`src/pkg/spf_regs.svh`:
```
// register offsets, field positions, reset values and timing counts
// assumes a 100 MHz system clock and 8-bit registers at byte offsets
`ifndef SPF_REGS_SVH
`define SPF_REGS_SVH

// register byte addresses
`define SPF_ADDR_DATA 24'hffe260
`define SPF_ADDR_CMD 24'hffe261
`define SPF_ADDR_CTL 24'hffe262
`define SPF_ADDR_CFG 24'hffe263
`define SPF_ADDR_FLAGS 24'hffe264

// reset values
`define SPF_FLAGS_RST 8'h01
`define SPF_CFG_RST 8'h00
`define SPF_CTL_RST 8'h00
`define SPF_CMD_RST 8'h00

// framing config fields
`define SPF_CFG_FRAME_MSB 7
`define SPF_CFG_FRAME_LSB 5
`define SPF_CFG_LEN_MSB 4
`define SPF_CFG_LEN_LSB 2
`define SPF_CFG_DIR 1
`define SPF_CFG_POL 0

// transmit command fields
`define SPF_CMD_SELV 0
`define SPF_CMD_EOF 1

// control fields
`define SPF_CTL_EN 0
`define SPF_CTL_MST 1
`define SPF_CTL_RGC 2

// flag register fields
`define SPF_FLG_TX_EMPTY 7
`define SPF_FLG_TX_UNDERRUN 6
`define SPF_FLG_COLLISION 5
`define SPF_FLG_ABORT 4
`define SPF_FLG_RX_OVERRUN 3
`define SPF_FLG_RX_FULL 2
`define SPF_FLG_ACTIVE 1
`define SPF_FLG_SEL_LEVEL 0

// timing
`define SPF_CLK_NS 10
`define SPF_SCK_HALF_NS 40
`define SPF_SCK_HALF_CYC (`SPF_SCK_HALF_NS / `SPF_CLK_NS)
`define SPF_SCK_TMO_NS 10000
`define SPF_SCK_TMO_CYC (`SPF_SCK_TMO_NS / `SPF_CLK_NS)

`endif

```
`src/pkg/spf_pkg.sv`:
```
// types shared by the serial port framing and status block
// assumes the register constants come from spf_regs.svh
package spf_pkg;

  // transfer engine states
  typedef enum logic [1:0] {
    SPF_IDLE = 2'b00,
    SPF_LEAD = 2'b01,
    SPF_XFER = 2'b10
  } spf_state_e;

  // framing_select codes
  typedef enum logic [2:0] {
    SPF_FR_SPI = 3'b000,
    SPF_FR_LOOP = 3'b001,
    SPF_FR_I2S = 3'b010
  } spf_frame_e;

  // pin levels seen from outside
  typedef struct packed {
    logic sck;
    logic ss;
    logic mosi;
    logic miso;
  } spf_pin_in_s;

  // pin drive values and enables
  typedef struct packed {
    logic sck_o;
    logic sck_oe;
    logic ss_o;
    logic ss_oe;
    logic mosi_o;
    logic mosi_oe;
    logic miso_o;
    logic miso_oe;
  } spf_pin_out_s;

  // whole state of the top module
  typedef struct packed {
    logic en;
    logic mst;
    logic rgc;
    logic [7:0] cfg;
    logic sel_val;
    logic eof_flag;
    logic [7:0] txd;
    logic tx_full;
    logic tx_eof;
    logic eof_cur;
    logic loaded;
    logic pend;
    logic lead;
    logic [7:0] rxd;
    logic tx_underrun;
    logic col;
    logic slave_abort;
    logic rx_overrun;
    logic rx_holding_full;
    logic select_level;
    spf_state_e fsm;
    logic [7:0] shreg;
    logic [3:0] bitcnt;
    logic samp;
    logic sck;
    logic sck_prev;
    logic ss_prev;
    logic [9:0] tmo;
    logic [7:0] rdata;
    spf_pin_out_s pins;
  } spf_state_s;

  // synchroniser state
  typedef struct packed {
    spf_pin_in_s meta;
    spf_pin_in_s stable;
  } spf_sync_s;

  // half period ticker state
  typedef struct packed {
    logic [2:0] cnt;
    logic tick;
  } spf_tick_s;

endpackage : spf_pkg

```
`src/design/spf_top.sv`:
```
// serial port framing, character length, select pin control and status flags
// assumes a register port with read data one cycle after the read strobe,
// and serial pins that are resolved from the enables outside this module
//
// Behaviour
// - SPI output select pin follows select_value
// - end_of_frame_flag clears select_value at frame end
// - SPI serial clock toggles only per bit
// - loopback master: outputs off, output looped in
// - loopback slave echoes MOSI onto MISO
// - I2S master select leads data one period
// - I2S clock runs, frames back to back
// - I2S slave starts on any select edge
// - char_length code sets bits per character
// - select_pin_direction chooses input or output
// - select_polarity chooses active low or high
// - disabled port returns flags to reset
// - tx_holding_empty set when empty, write clears
// - rx_holding_full set on character, read clears
// - error flags clear by writing one
// - early select deassert in slave sets abort
// - slave clock monitor timeout sets abort
// - mode fault sets multi_master_collision
// - underrun and overrun flags stay until cleared
// - transfer_active high during a transfer
// - select_level is pin xor polarity
`timescale 1ns/1ns
`default_nettype none
`include "spf_regs.svh"

module spf_top (
  input wire logic clock,
  input wire logic sys_rst,
  input wire logic [23:0] reg_addr,
  input wire logic [7:0] reg_wdata,
  input wire logic reg_wr,
  input wire logic reg_rd,
  output logic [7:0] reg_rdata,
  input wire spf_pkg::spf_pin_in_s pin_in,
  output var spf_pkg::spf_pin_out_s pin_out
);
  import spf_pkg::*;

  spf_state_s s;
  spf_state_s next_s;
  spf_pin_in_s syn;
  logic tick;
  logic [3:0] len;
  logic [7:0] txalign;
  logic [7:0] rmask;
  logic [7:0] shifted;
  logic [7:0] flags_rd;
  logic is_spi;
  logic is_loop;
  logic is_i2s;
  logic ss_act;
  logic sck_rise;
  logic sck_fall;
  logic ss_edge;
  logic sin;
  logic mo_en;

  // bits per character; 011 has no printed length and is taken as five
  function automatic logic [3:0] char_len(input logic [2:0] code);
    logic [3:0] n;
    n = 4'h8;
    unique case (code)
      3'h0: n = 4'h8;
      3'h1: n = 4'h1;
      3'h2: n = 4'h2;
      3'h3: n = 4'h5;
      3'h4: n = 4'h4;
      3'h5: n = 4'h3;
      3'h6: n = 4'h6;
      3'h7: n = 4'h7;
    endcase
    return n;
  endfunction : char_len

  // pin level for a select_value under the current polarity
  function automatic logic sel_pin(input logic v, input logic pol);
    return pol ? v : ~v;
  endfunction : sel_pin

  spf_sync u_sync (
    .clock(clock),
    .sys_rst(sys_rst),
    .raw(pin_in),
    .synced(syn)
  );

  spf_ticker u_ticker (
    .clock(clock),
    .sys_rst(sys_rst),
    .run(s.en && s.mst && (s.fsm != SPF_IDLE)),
    .tick(tick)
  );

  // decoded configuration and pin events
  assign len = char_len(s.cfg[`SPF_CFG_LEN_MSB:`SPF_CFG_LEN_LSB]);
  assign txalign = s.txd << (4'h8 - len);
  assign rmask = 8'hff >> (4'h8 - len);
  assign shifted = {s.shreg[6:0], s.samp};
  assign is_spi = (s.cfg[`SPF_CFG_FRAME_MSB:`SPF_CFG_FRAME_LSB] == SPF_FR_SPI);
  assign is_loop = (s.cfg[`SPF_CFG_FRAME_MSB:`SPF_CFG_FRAME_LSB] == SPF_FR_LOOP);
  assign is_i2s = (s.cfg[`SPF_CFG_FRAME_MSB:`SPF_CFG_FRAME_LSB] == SPF_FR_I2S);
  assign ss_act = (syn.ss == s.cfg[`SPF_CFG_POL]);
  assign sck_rise = syn.sck & ~s.sck_prev;
  assign sck_fall = ~syn.sck & s.sck_prev;
  assign ss_edge = syn.ss ^ s.ss_prev;
  // loopback master feeds its own output bit back in
  assign sin = (is_loop && s.mst) ? s.shreg[7] : (s.mst ? syn.miso : syn.mosi);
  assign mo_en = s.en && s.mst && !is_loop;
  assign flags_rd = {s.en && !s.tx_full, s.tx_underrun, s.col, s.slave_abort, s.rx_overrun, s.rx_holding_full,
                     s.fsm != SPF_IDLE, s.select_level};

  always_comb begin
    next_s = s;
    next_s.sck_prev = syn.sck;
    next_s.ss_prev = syn.ss;
    next_s.select_level = syn.ss ^ s.cfg[`SPF_CFG_POL];

    // register reads; a read of receive data empties the holding register
    next_s.rdata = 8'h00;
    if (reg_rd) begin
      case (reg_addr)
        `SPF_ADDR_DATA: begin
          next_s.rdata = s.rxd;
          next_s.rx_holding_full = 1'b0;
        end
        `SPF_ADDR_CMD: next_s.rdata = {6'h00, s.eof_flag, s.sel_val};
        `SPF_ADDR_CTL: next_s.rdata = {5'h00, s.rgc, s.mst, s.en};
        `SPF_ADDR_CFG: next_s.rdata = s.cfg;
        `SPF_ADDR_FLAGS: next_s.rdata = flags_rd;
        default: next_s.rdata = 8'h00;
      endcase
    end

    // write one to clear; engine sets below override so no event is lost
    if (reg_wr && (reg_addr == `SPF_ADDR_FLAGS)) begin
      if (reg_wdata[`SPF_FLG_TX_UNDERRUN]) next_s.tx_underrun = 1'b0;
      if (reg_wdata[`SPF_FLG_COLLISION]) next_s.col = 1'b0;
      if (reg_wdata[`SPF_FLG_ABORT]) next_s.slave_abort = 1'b0;
      if (reg_wdata[`SPF_FLG_RX_OVERRUN]) next_s.rx_overrun = 1'b0;
    end

    // master engine, paced by the half period ticker
    if (s.en && s.mst) begin
      // another master driving our input select to its active level is a mode fault
      if (!s.cfg[`SPF_CFG_DIR] && ss_act && !is_loop) begin
        next_s.col = 1'b1;
        next_s.fsm = SPF_IDLE;
        next_s.sck = 1'b0;
      end else begin
        unique case (s.fsm)
          SPF_IDLE: begin
            next_s.sck = 1'b0;
            if (s.tx_full) begin
              next_s.shreg = txalign;
              next_s.tx_full = 1'b0;
              next_s.eof_cur = s.tx_eof;
              next_s.bitcnt = len;
              next_s.lead = 1'b0;
              next_s.fsm = SPF_LEAD;
              if (is_i2s) begin
                next_s.pins.ss_o = sel_pin(s.sel_val, s.cfg[`SPF_CFG_POL]);
              end
            end
          end
          SPF_LEAD: begin
            // one clock period of setup; the I2S clock already runs here
            if (tick) begin
              if (is_i2s) next_s.sck = ~s.sck;
              next_s.lead = 1'b1;
              if (s.lead) begin
                next_s.fsm = SPF_XFER;
                next_s.lead = 1'b0;
              end
            end
          end
          SPF_XFER: begin
            if (tick && !s.sck) begin
              next_s.sck = 1'b1;
              next_s.samp = sin;
            end else if (tick) begin
              next_s.sck = 1'b0;
              next_s.shreg = shifted;
              next_s.bitcnt = s.bitcnt - 4'h1;
              // next frame's select goes out one period before its data
              if (is_i2s && (s.bitcnt == 4'h2) && s.tx_full) begin
                next_s.pins.ss_o = sel_pin(s.sel_val, s.cfg[`SPF_CFG_POL]);
              end
              if (s.bitcnt == 4'h1) begin
                if (s.rx_holding_full) begin
                  next_s.rx_overrun = 1'b1;
                end else begin
                  next_s.rxd = shifted & rmask;
                  next_s.rx_holding_full = 1'b1;
                end
                if (s.tx_full) begin
                  // back to back while data keeps coming
                  next_s.shreg = txalign;
                  next_s.tx_full = 1'b0;
                  next_s.eof_cur = s.tx_eof;
                  next_s.bitcnt = len;
                end else begin
                  next_s.fsm = SPF_IDLE;
                  if (is_spi && s.eof_cur) next_s.sel_val = 1'b0;
                end
              end
            end
          end
          default: next_s.fsm = SPF_IDLE;
        endcase
      end
    end

    // slave engine, driven by edges of the synchronised clock pin
    if (s.en && !s.mst) begin
      next_s.sck = 1'b0;
      unique case (s.fsm)
        SPF_IDLE: begin
          if (is_i2s ? ss_edge : ss_act) begin
            next_s.fsm = SPF_LEAD;
            next_s.bitcnt = len;
            next_s.loaded = s.tx_full;
            if (s.tx_full) begin
              next_s.shreg = txalign;
              next_s.tx_full = 1'b0;
            end
          end
        end
        SPF_LEAD: begin
          if (!s.loaded && s.tx_full) begin
            next_s.shreg = txalign;
            next_s.tx_full = 1'b0;
            next_s.loaded = 1'b1;
          end
          if (!is_i2s && !ss_act) begin
            next_s.fsm = SPF_IDLE;
          end else if (is_i2s ? sck_fall : sck_rise) begin
            next_s.fsm = SPF_XFER;
            if (!is_i2s) next_s.samp = sin;
            if (!s.loaded && !s.tx_full) begin
              next_s.tx_underrun = 1'b1;
              next_s.shreg = 8'hff;
            end
          end
        end
        SPF_XFER: begin
          if (is_i2s && ss_edge) next_s.pend = 1'b1;
          if (!is_i2s && !ss_act) begin
            next_s.slave_abort = 1'b1;
            next_s.fsm = SPF_IDLE;
          end else if (sck_rise) begin
            next_s.samp = sin;
          end else if (sck_fall) begin
            next_s.shreg = shifted;
            next_s.bitcnt = s.bitcnt - 4'h1;
            if (s.bitcnt == 4'h1) begin
              if (s.rx_holding_full) begin
                next_s.rx_overrun = 1'b1;
              end else begin
                next_s.rxd = shifted & rmask;
                next_s.rx_holding_full = 1'b1;
              end
              if (is_i2s && (s.pend || ss_edge)) begin
                // select changed during this character or on its last bit: next frame follows
                next_s.pend = 1'b0;
                next_s.bitcnt = len;
                if (s.tx_full) begin
                  next_s.shreg = txalign;
                  next_s.tx_full = 1'b0;
                end else begin
                  next_s.tx_underrun = 1'b1;
                  next_s.shreg = 8'hff;
                end
              end else begin
                next_s.fsm = SPF_IDLE;
                next_s.pend = 1'b0;
              end
            end
          end
        end
        default: next_s.fsm = SPF_IDLE;
      endcase
      // clock monitor; only edges restart it, so a stalled master is caught
      next_s.tmo = 10'h000;
      if (s.rgc && (s.fsm != SPF_IDLE) && !sck_rise && !sck_fall) begin
        next_s.tmo = s.tmo + 10'h001;
        if (s.tmo == 10'(`SPF_SCK_TMO_CYC - 1)) begin
          next_s.slave_abort = 1'b1;
          next_s.fsm = SPF_IDLE;
          next_s.tmo = 10'h000;
        end
      end
    end

    // disabled: status back to reset, engine parked
    if (!s.en) begin
      next_s.tx_underrun = 1'b0;
      next_s.col = 1'b0;
      next_s.slave_abort = 1'b0;
      next_s.rx_overrun = 1'b0;
      next_s.rx_holding_full = 1'b0;
      next_s.select_level = 1'b1;
      next_s.tx_full = 1'b0;
      next_s.fsm = SPF_IDLE;
      next_s.sck = 1'b0;
      next_s.pend = 1'b0;
      next_s.tmo = 10'h000;
    end

    // configuration and data writes; a data write fills the holding register
    if (reg_wr) begin
      case (reg_addr)
        `SPF_ADDR_DATA: begin
          next_s.txd = reg_wdata;
          next_s.tx_full = 1'b1;
          next_s.tx_eof = s.eof_flag;
        end
        `SPF_ADDR_CMD: begin
          next_s.sel_val = reg_wdata[`SPF_CMD_SELV];
          next_s.eof_flag = reg_wdata[`SPF_CMD_EOF];
        end
        `SPF_ADDR_CTL: begin
          next_s.en = reg_wdata[`SPF_CTL_EN];
          next_s.mst = reg_wdata[`SPF_CTL_MST];
          next_s.rgc = reg_wdata[`SPF_CTL_RGC];
        end
        `SPF_ADDR_CFG: next_s.cfg = reg_wdata;
        default: ;
      endcase
    end

    // pin drive, computed from the next state so pins match the engine
    next_s.pins.sck_o = next_s.sck && mo_en;
    next_s.pins.sck_oe = mo_en;
    next_s.pins.mosi_o = mo_en && next_s.shreg[7];
    next_s.pins.mosi_oe = mo_en;
    next_s.pins.miso_oe = s.en && !s.mst && ss_act;
    next_s.pins.miso_o = is_loop ? syn.mosi : next_s.shreg[7];
    next_s.pins.ss_oe = s.en && s.cfg[`SPF_CFG_DIR] && !(is_loop && s.mst);
    if (!is_i2s) begin
      next_s.pins.ss_o = sel_pin(next_s.sel_val, s.cfg[`SPF_CFG_POL]);
    end
  end

  // single state register; synchronous reset
  always_ff @(posedge clock) begin
    if (sys_rst) begin
      s <= '0;
      s.select_level <= 1'b1;
      s.pins.ss_o <= 1'b1;
    end else begin
      s <= next_s;
    end
  end

  assign reg_rdata = s.rdata;
  assign pin_out = s.pins;

endmodule : spf_top

`default_nettype wire

```
`src/design/spf_sync.sv`:
```
// two-stage synchroniser for the four serial pins
// assumes pins are asynchronous to clock; only the second stage is read
`timescale 1ns/1ns
`default_nettype none

module spf_sync (
  input wire logic clock,
  input wire logic sys_rst,
  input wire spf_pkg::spf_pin_in_s raw,
  output var spf_pkg::spf_pin_in_s synced
);
  import spf_pkg::*;

  spf_sync_s s;
  spf_sync_s next_s;

  // meta stage feeds only the stable stage
  always_comb begin
    next_s = s;
    next_s.meta = raw;
    next_s.stable = s.meta;
  end

  always_ff @(posedge clock) begin
    if (sys_rst) begin
      s <= '0;
    end else begin
      s <= next_s;
    end
  end

  assign synced = s.stable;

endmodule : spf_sync

`default_nettype wire

```
`src/design/spf_ticker.sv`:
```
// half serial clock period ticker for master mode
// assumes run is high for as long as the serial clock should toggle
`timescale 1ns/1ns
`default_nettype none
`include "spf_regs.svh"

module spf_ticker (
  input wire logic clock,
  input wire logic sys_rst,
  input wire logic run,
  output logic tick
);
  import spf_pkg::*;

  spf_tick_s s;
  spf_tick_s next_s;

  // restart from zero so every frame sees a full first half period
  always_comb begin
    next_s = s;
    next_s.tick = 1'b0;
    if (!run) begin
      next_s.cnt = 3'h0;
    end else if (s.cnt == 3'(`SPF_SCK_HALF_CYC - 1)) begin
      next_s.cnt = 3'h0;
      next_s.tick = 1'b1;
    end else begin
      next_s.cnt = s.cnt + 3'h1;
    end
  end

  always_ff @(posedge clock) begin
    if (sys_rst) begin
      s <= '0;
    end else begin
      s <= next_s;
    end
  end

  assign tick = s.tick;

endmodule : spf_ticker

`default_nettype wire

```
`config.mk`:
```
export PLATFORM = sky130hd
export DESIGN_NAME = spf_top
export DESIGN_NICKNAME = d
export VERILOG_FILES = /design/src/pkg/spf_pkg.sv /design/src/design/spf_top.sv /design/src/design/spf_sync.sv /design/src/design/spf_ticker.sv
export VERILOG_INCLUDE_DIRS = /design/src /design/src/pkg
export SDC_FILE = /design/constraint.sdc
export NUM_CORES = 1
export LEC_CHECK = 0
export BUFFER_PORTS_ARGS = -buffer_cell sky130_fd_sc_hd__buf_2
export CAP_MARGIN = 20
export CORE_MARGIN = 1.5
export CORE_UTILIZATION = 25
export CTS_CLUSTER_SIZE = 25
export DETAILED_ROUTE_END_ITERATION = 8
export SLEW_MARGIN = 20
export SYNTH_ARGS = -nofsm -noshare
export SYNTH_HDL_FRONTEND = slang
export SYNTH_HIERARCHICAL = 1
export SYNTH_SLANG_ARGS = --single-unit
```
`constraint.sdc`:
```
create_clock -name clock -period 7 [get_ports clock]
set_input_delay 0.35 -clock clock [delete_from_list [all_inputs] [get_ports clock]]
set_output_delay 0.35 -clock clock [all_outputs]
set_load 0.01 [all_outputs]
```
# Word level (Yosys, flattened, before mapping)
# Memories as Yosys holds them, arrays and structs flattened. A register that Yosys moved wholly into a read port is not among the register bits.
# Cells that the tools add are included.
[word_totals]
register_bits = 96
mem_bits_ro = 32
inputBits = 40
out_inout_bits = 16
word_cells = 316
memories = 1
[op_classes]
n_addsub = 4
n_eq_ne = 28
shifts = 2
muxes = 165
n_bitwise = 14
reduce_logical = 56
[memory_table]
columns = ["name", "words", "width", "read_ports", "rd_clocked_by_memory_dff", "write_ports", "line_no", "rtl"]
rows = [
  ["(no name shown)", 8, 4, 1, 1, 0, "spf_top.sv:67", "unique case (code)"],
]
[ops]
columns = ["op", "count"]
rows = [
  ["$mux W14", 11],
  ["$eq A24 B24 Y1 const B", 5],
  ["$mux W8", 14],
  ["$mux W1", 84],
  ["$mux W9", 5],
  ["$mux W10", 4],
  ["$mux W2", 20],
  ["$pmux W8 S5", 1],
  ["$mux W12", 3],
  ["$mux W16", 2],
  ["$logic_and A1 B1 Y1", 26],
  ["$mux W13", 2],
  ["$pmux W12 S2", 1],
  ["$pmux W8 S3", 1],
  ["$pmux W1 S2", 7],
  ["$mux W3", 4],
  ["$ne A2 B2 Y1 const B", 6],
  ["$pmux W2 S3", 2],
  ["$logic_not A1 Y1", 11],
  ["$add A10 B1 Y10 const B", 1],
  ["$eq A10 B10 Y1 const B", 1],
  ["$reduce_and A2 Y1", 5],
  ["$ne A3 B3 Y1 const B", 3],
  ["$not A1 Y1", 9],
  ["other kinds (31)", 41],
]

# Depth between registers and ports, before layout
[logic_depth]
ltp_word = 23
mapped_depth = 13
ltp_nobuf = 10

# Modules after synthesis
# The synthesis kept the hierarchy.
[modules_own_cells]
columns = ["module", "n_inst", "cells_each", "area_per_inst_um2", "seq_area_each_um2"]
rows = [
  ["spf_top", 1, 734, 5770.5, 1761.7],
  ["spf_sync", 1, 16, 210.2, 160.2],
  ["spf_ticker", 1, 11, 148.9, 80.1],
]

# Worst setup path before layout
# OpenSTA, ideal clock, no wires.
[synth_path]
path_type = "reg2reg"
from = "register len[0] (netlist name)"
to = "register s, in the netlist pin_out[1]"
setup_time_ns = 0.124
arrival_ns = 2.565
required_time_ns = 6.876
setup_slack_ns = 4.310
stages_incl_launch_ff = 13
path_buffers = 2
period_less_slack_ns = 2.690
path_cell_list = "dfxtp_1 buf_2 clkbuf_1 inv_1 ha_1 inv_1 ha_1 mux4_2 mux2_2 o211ai_1 a41o_1 or2_0 o22ai_1"
[synth_between]
elab_chain_len = 19
elab_cells_between_ends = 28
classes_between = "add/sub (1); shift (1); mux (26)"
[synth_lines]
columns = ["element", "line_no", "rtl"]
rows = [
  ["$sub A4 B4 Y4 (*)", "spf_top.sv:101", "assign txalign = s.txd << (4'h8 - len);"],
  ["$shl A8 B4 Y8 (*)", "spf_top.sv:101", ""],
  ["$mux W12", "spf_top.sv:200", "if (s.tx_full) begin"],
  ["$mux W14", "spf_top.sv:193", "if (s.bitcnt == 4'h1) begin"],
  ["$mux W14", "spf_top.sv:185", "end else if (tick) begin"],
  ["$mux W14", "spf_top.sv:182", "if (tick && !s.sck) begin"],
  ["$mux W14", "spf_top.sv:155", "unique case (s.fsm)"],
  ["$mux W14", "spf_top.sv:150", "if (!s.cfg[`SPF_CFG_DIR] && ss_act && !is_loop) begin"],
  ["[3 not listed]", "n/a", ""],
  ["$mux W16", "spf_top.sv:148", "if (s.en && s.mst) begin"],
  ["$mux W8", "spf_top.sv:234", "if (!s.loaded && s.tx_full) begin"],
  ["$mux W8", "spf_top.sv:244", "if (!s.loaded && !s.tx_full) begin"],
  ["$mux W10", "spf_top.sv:241", "end else if (is_i2s ? sck_fall : sck_rise) begin"],
  ["$mux W8", "spf_top.sv:239", "if (!is_i2s && !ss_act) begin"],
  ["$pmux W8 S3", "spf_top.sv:221", "unique case (s.fsm)"],
  ["$mux W16 (*)", "spf_top.sv:219", "if (s.en && !s.mst) begin"],
  ["$mux W1 (*)", "spf_top.sv:342", "next_s.pins.miso_o = is_loop ? syn.mosi : next_s.shreg[7];"],
  ["end signal: assignment", "spf_top.sv:356", "s <= next_s;"],
  ["end: declaration", "spf_top.sv:44", "spf_state_s s;"],
]
# Every way passes the cells marked *; elsewhere a longest branch is shown, timed or not. The select of a mux whose other input is x is not followed.
# A chain may end at the register's enable or synchronous reset.

# Worst setup path after layout
[layout_path]
from = "register s[42] (netlist name)"
to = "register s, in the netlist pin_out[1]"
[layout_between]
elab_chain_len = 11
elab_cells_between_ends = 18
classes_between = "eq/ne (2); mux (15); reduce/logical (1)"
[layout_lines]
columns = ["element", "line_no"]
rows = [
  ["$eq A2 B2 Y1 / $logic_not A2 Y1 (equally long branches)", "spf_top.sv:155, spf_top.sv:221"],
  ["$pmux W12 S2", "spf_top.sv:155"],
  ["$mux W13", "spf_top.sv:150"],
  ["$mux W16", "spf_top.sv:148"],
  ["$mux W8", "spf_top.sv:234"],
  ["$mux W8", "spf_top.sv:244"],
  ["$mux W10", "spf_top.sv:241"],
  ["$mux W8", "spf_top.sv:239"],
  ["$pmux W8 S3", "spf_top.sv:221"],
  ["$mux W16 (*)", "spf_top.sv:219"],
  ["$mux W1 (*)", "spf_top.sv:342"],
]
# Every way passes the cells marked *; elsewhere a longest branch is shown, timed or not.

==> summary.md <==
The flow ran to the end, and the final reports show no timing, DRC or antenna violations. Total buffers and inverters traversed by the critical path: 1. The number of different library cells used by synthesis comes to 84. The sequential-to-total area share from yosys stat was 32.66%; the count of mapped cells out of synthesis was 761.

The cell at the slowest stage of the critical path is ha_1. The critical path arrival came out at 3.49 ns. The clock net in this run drives a total of 100 sinks.

Summed over all cells, the static leakage comes to 0.002352 µW. Walking the worst path, the cells encountered are inv_1 -> ha_1 -> o211ai_1 -> a31oi_2 -> a21oi_1 -> a41o_1 -> or2_0 -> o22ai_1. The initial antenna violation count was 0; the initial core utilization was 25.35%.

After detailed routing, the total wire length is 19720 µm. The cell type group with the largest total delay on the critical path is compound AO/OA/AOI/OAI gates. The final number of max-transition violations is 0, and the final worst-path cycle share is 45.67%.

Number of nets still failing antenna checks after routing: 0. TritonCTS built the clock tree. At the pin with the least slew margin, the transition time is 1.032 ns. The startpoint identified for the worst hold timing path is pin_in[1]. The floorplan step defined a core boundary enclosing 24180 µm². The average cell area after synthesis was 8.055 µm²; the post-cts repair resize count was 0. Count of routing violations after the opening detailed-route iteration: 723. The smallest clock period supported by the final layout is computed as 3.197 ns.

The post-synth net total is 817. The critical setup path kind is reg2reg. Between clock sinks in the finished design, the worst skew comes to 0.01038 ns.

The proportion of synthesized flip-flops having asynchronous set or reset works out to 0%. The first global-routing pass estimated 30840 µm of wire. In this run, synthesis produced a sequential element count of 100. For the layout net count, the log shows 825.

The total iterations of the first detailed-routing run is 5, and the total I/O pin count is 56. The worst slack after detailed placement was 3.915 ns. Summed over all layers, the global routing overflow is 0. The tools report the number of hold violations in the final report as 0. The multi-input combinational cells in the finished layout cover a total of 3721 µm².

The most common library cell in the layout ignoring fill and taps was dfxtp_1. After clock tree synthesis, the clock-pin slew on the worst setup and hold paths is 0.07 ns. Setup repair after global routing left no endpoint under its margin. The synthesized netlist occupies a cell area of 6130 µm².

The run gives 0 as the final-report setup violation count. The worst register-to-register path begins at s[42]$_SDFF_PP0_. The tools report the remaining design rule violation count as 0. The tools report the number of cells in the design after placement as 1082. Along the worst path, the maximum fanout reaches 28. Synthesis warning total: 6. The run gives 2589 as the number of fillers in the final layout. Setup slack closes at 3.803 ns. In the global route stage, overall resource usage came out at 15.26%. The clock latency on the worst-skew pair is 0.36 ns, and the layout cell share with drive strength beyond 1 is 12.66%. The cell sitting at the root of the clock tree is a clkbuf_16. The kind of end point of the critical path is a flop. Based on the critical path, the design can be clocked at up to 0.3128 GHz. The per-cell via count in the routed design works out to 5.417.

At the worst endpoint, the required time is 7.29 ns. The HPWL reported at the end of detailed placement was 14340 µm. The startpoint of the worst setup timing path was s[42]$_SDFF_PP0_. Port buffer count: 55. For the non-filler instance count after layout, the log shows 1098. The main flop type after synthesis was dfxtp_1. The final weighted congestion of routability-driven global placement is 0.9166, and the die outline width is 159.6 µm. In this design, the stage delay of the slowest critical-path cell is 0.85 ns.

In this run the core area contains 57 standard-cell rows. Worst hold path class: in2reg. Buffers added to address setup during post-CTS repair amount to 0. The register area came out at 2002 µm². In the final timing run, aggregate negative setup slack is 0 ns.

In the layout the commonest cells are 100 x dfxtp_1, 78 x nor2_1, 58 x nand2_1. The H-tree was split into 3 levels. The per-cell routed wire length is 17.96 µm, and the buffer levels on the longest clock path is 2. The number of antenna diodes in the final layout is 0. The number of buffers created by CTS was 9. Once layout is complete, the utilization of the core stands at 28.25%. The worst setup path is launched from a flop. The area growth from synthesis to layout is 11.43%. The number of vias after detailed routing is 5948.

IR analysis of the VDD net gives a maximum drop of 0.0001345 V. The logs give 36 for the pin count of the biggest net entering global routing and 31.19% for the relative slew slack. The number of global-route vias before repair came out at 5621. The number of enable-type register cells in the synthesized netlist is 0. The floorplan step defined a die boundary enclosing 25470 µm².

The number of hold buffers added after CTS was 0. The max-cap violation count was 0. Dividing total power by cell area gives a power density of 167.6 nW/µm². The floorplan step set the die height to 159.6 µm.
cell usage after synthesis (12+ instances only):
cell type / count / area (µm²)
dfxtp_1: 100 / 2002
nor2_1: 78 / 292.8
nand2_1: 58 / 217.7
a21oi_1: 53 / 265.3
o21ai_0: 38 / 190.2
clkbuf_1: 33 / 123.9
mux2i_1: 31 / 310.3
nand3_1: 27 / 135.1
inv_1: 24 / 90.09
nor3_1: 20 / 100.1
nand2b_1: 17 / 106.4
buf_4: 16 / 120.1
ha_1: 16 / 200.2
nor2b_1: 16 / 100.1
nand4_1: 15 / 93.84
a22oi_1: 14 / 105.1
a31oi_1: 12 / 75.07
cells by family after synthesis:
logic type / Yosys count / synth area share (%)
buffers and inverters: 87 / 6.634
AO/OA/AOI/OAI: 213 / 23.47
XOR/XNOR: 12 / 1.837
multiplexers: 37 / 6.899
AND/OR/NAND/NOR: 296 / 25.23
flip-flops: 100 / 32.66
adder cells (fa/ha/maj): 16 / 3.266
layer usage:
layer | share of wire [%] | wire [µm] | vias to the layer above | track usage (%)
met1 | 43 | 8566 | 2873 | 19.91
met5 | 0 | 0 | - | 0
met4 | 2.9 | 573 | 0 | 6.475
met2 | 47 | 9231 | 240 | 24.91
li1 | - | - | 2794 | -
met3 | 6.8 | 1348 | 41 | 2.449
stage by stage:
stage	power [µW]	cell area [µm²]	hold slack (ns)
global route	1179	6830	0.2179
detailed placement	640.3	6528	0.4234
CTS	1156	6830	0.1868
global placement	640.1	6528	0.4196
floorplan	615.9	6130	0.4058
finish	1144	6830	0.1945
flip-flops by register name, summed over array words and instances (netlist names), 3 cells and up:
register       cells
reg_rdata          8
flags_rd           6
len                4
u_sync/synced      4
u_sync/next_s      4
pin_out            7
s                 63
u_ticker/s         3
power breakdown:
group / switching, µW / internal (µW)
clock network: 255 / 262
registers: 2.20 / 571
logic: 35.0 / 19.5
layout make-up:
type	instances	area share [%]
multi-input combinational	574	54.48
sequential	100	29.31
tap	324	5.935
timing repair buffer	59	4.470
clock buffer	10	3.499
inverter	25	1.374
clock inverter	6	0.9342
path summary, 6_finish.rpt:
check / slack [ns] / end / cells past startpoint
worst max-delay path: 3.80 / pin_out[1]$_SDFF_PP0_ / 8
worst min-delay path: 0.19 / u_sync/next_s[1]$_SDFF_PP0_ / 2
worst max register to register: 3.80 / pin_out[1]$_SDFF_PP0_ / 8
worst min register to register: 0.44 / u_ticker/s[1]$_SDFF_PP0_ / 1
Power figures use the tool's default switching activity.
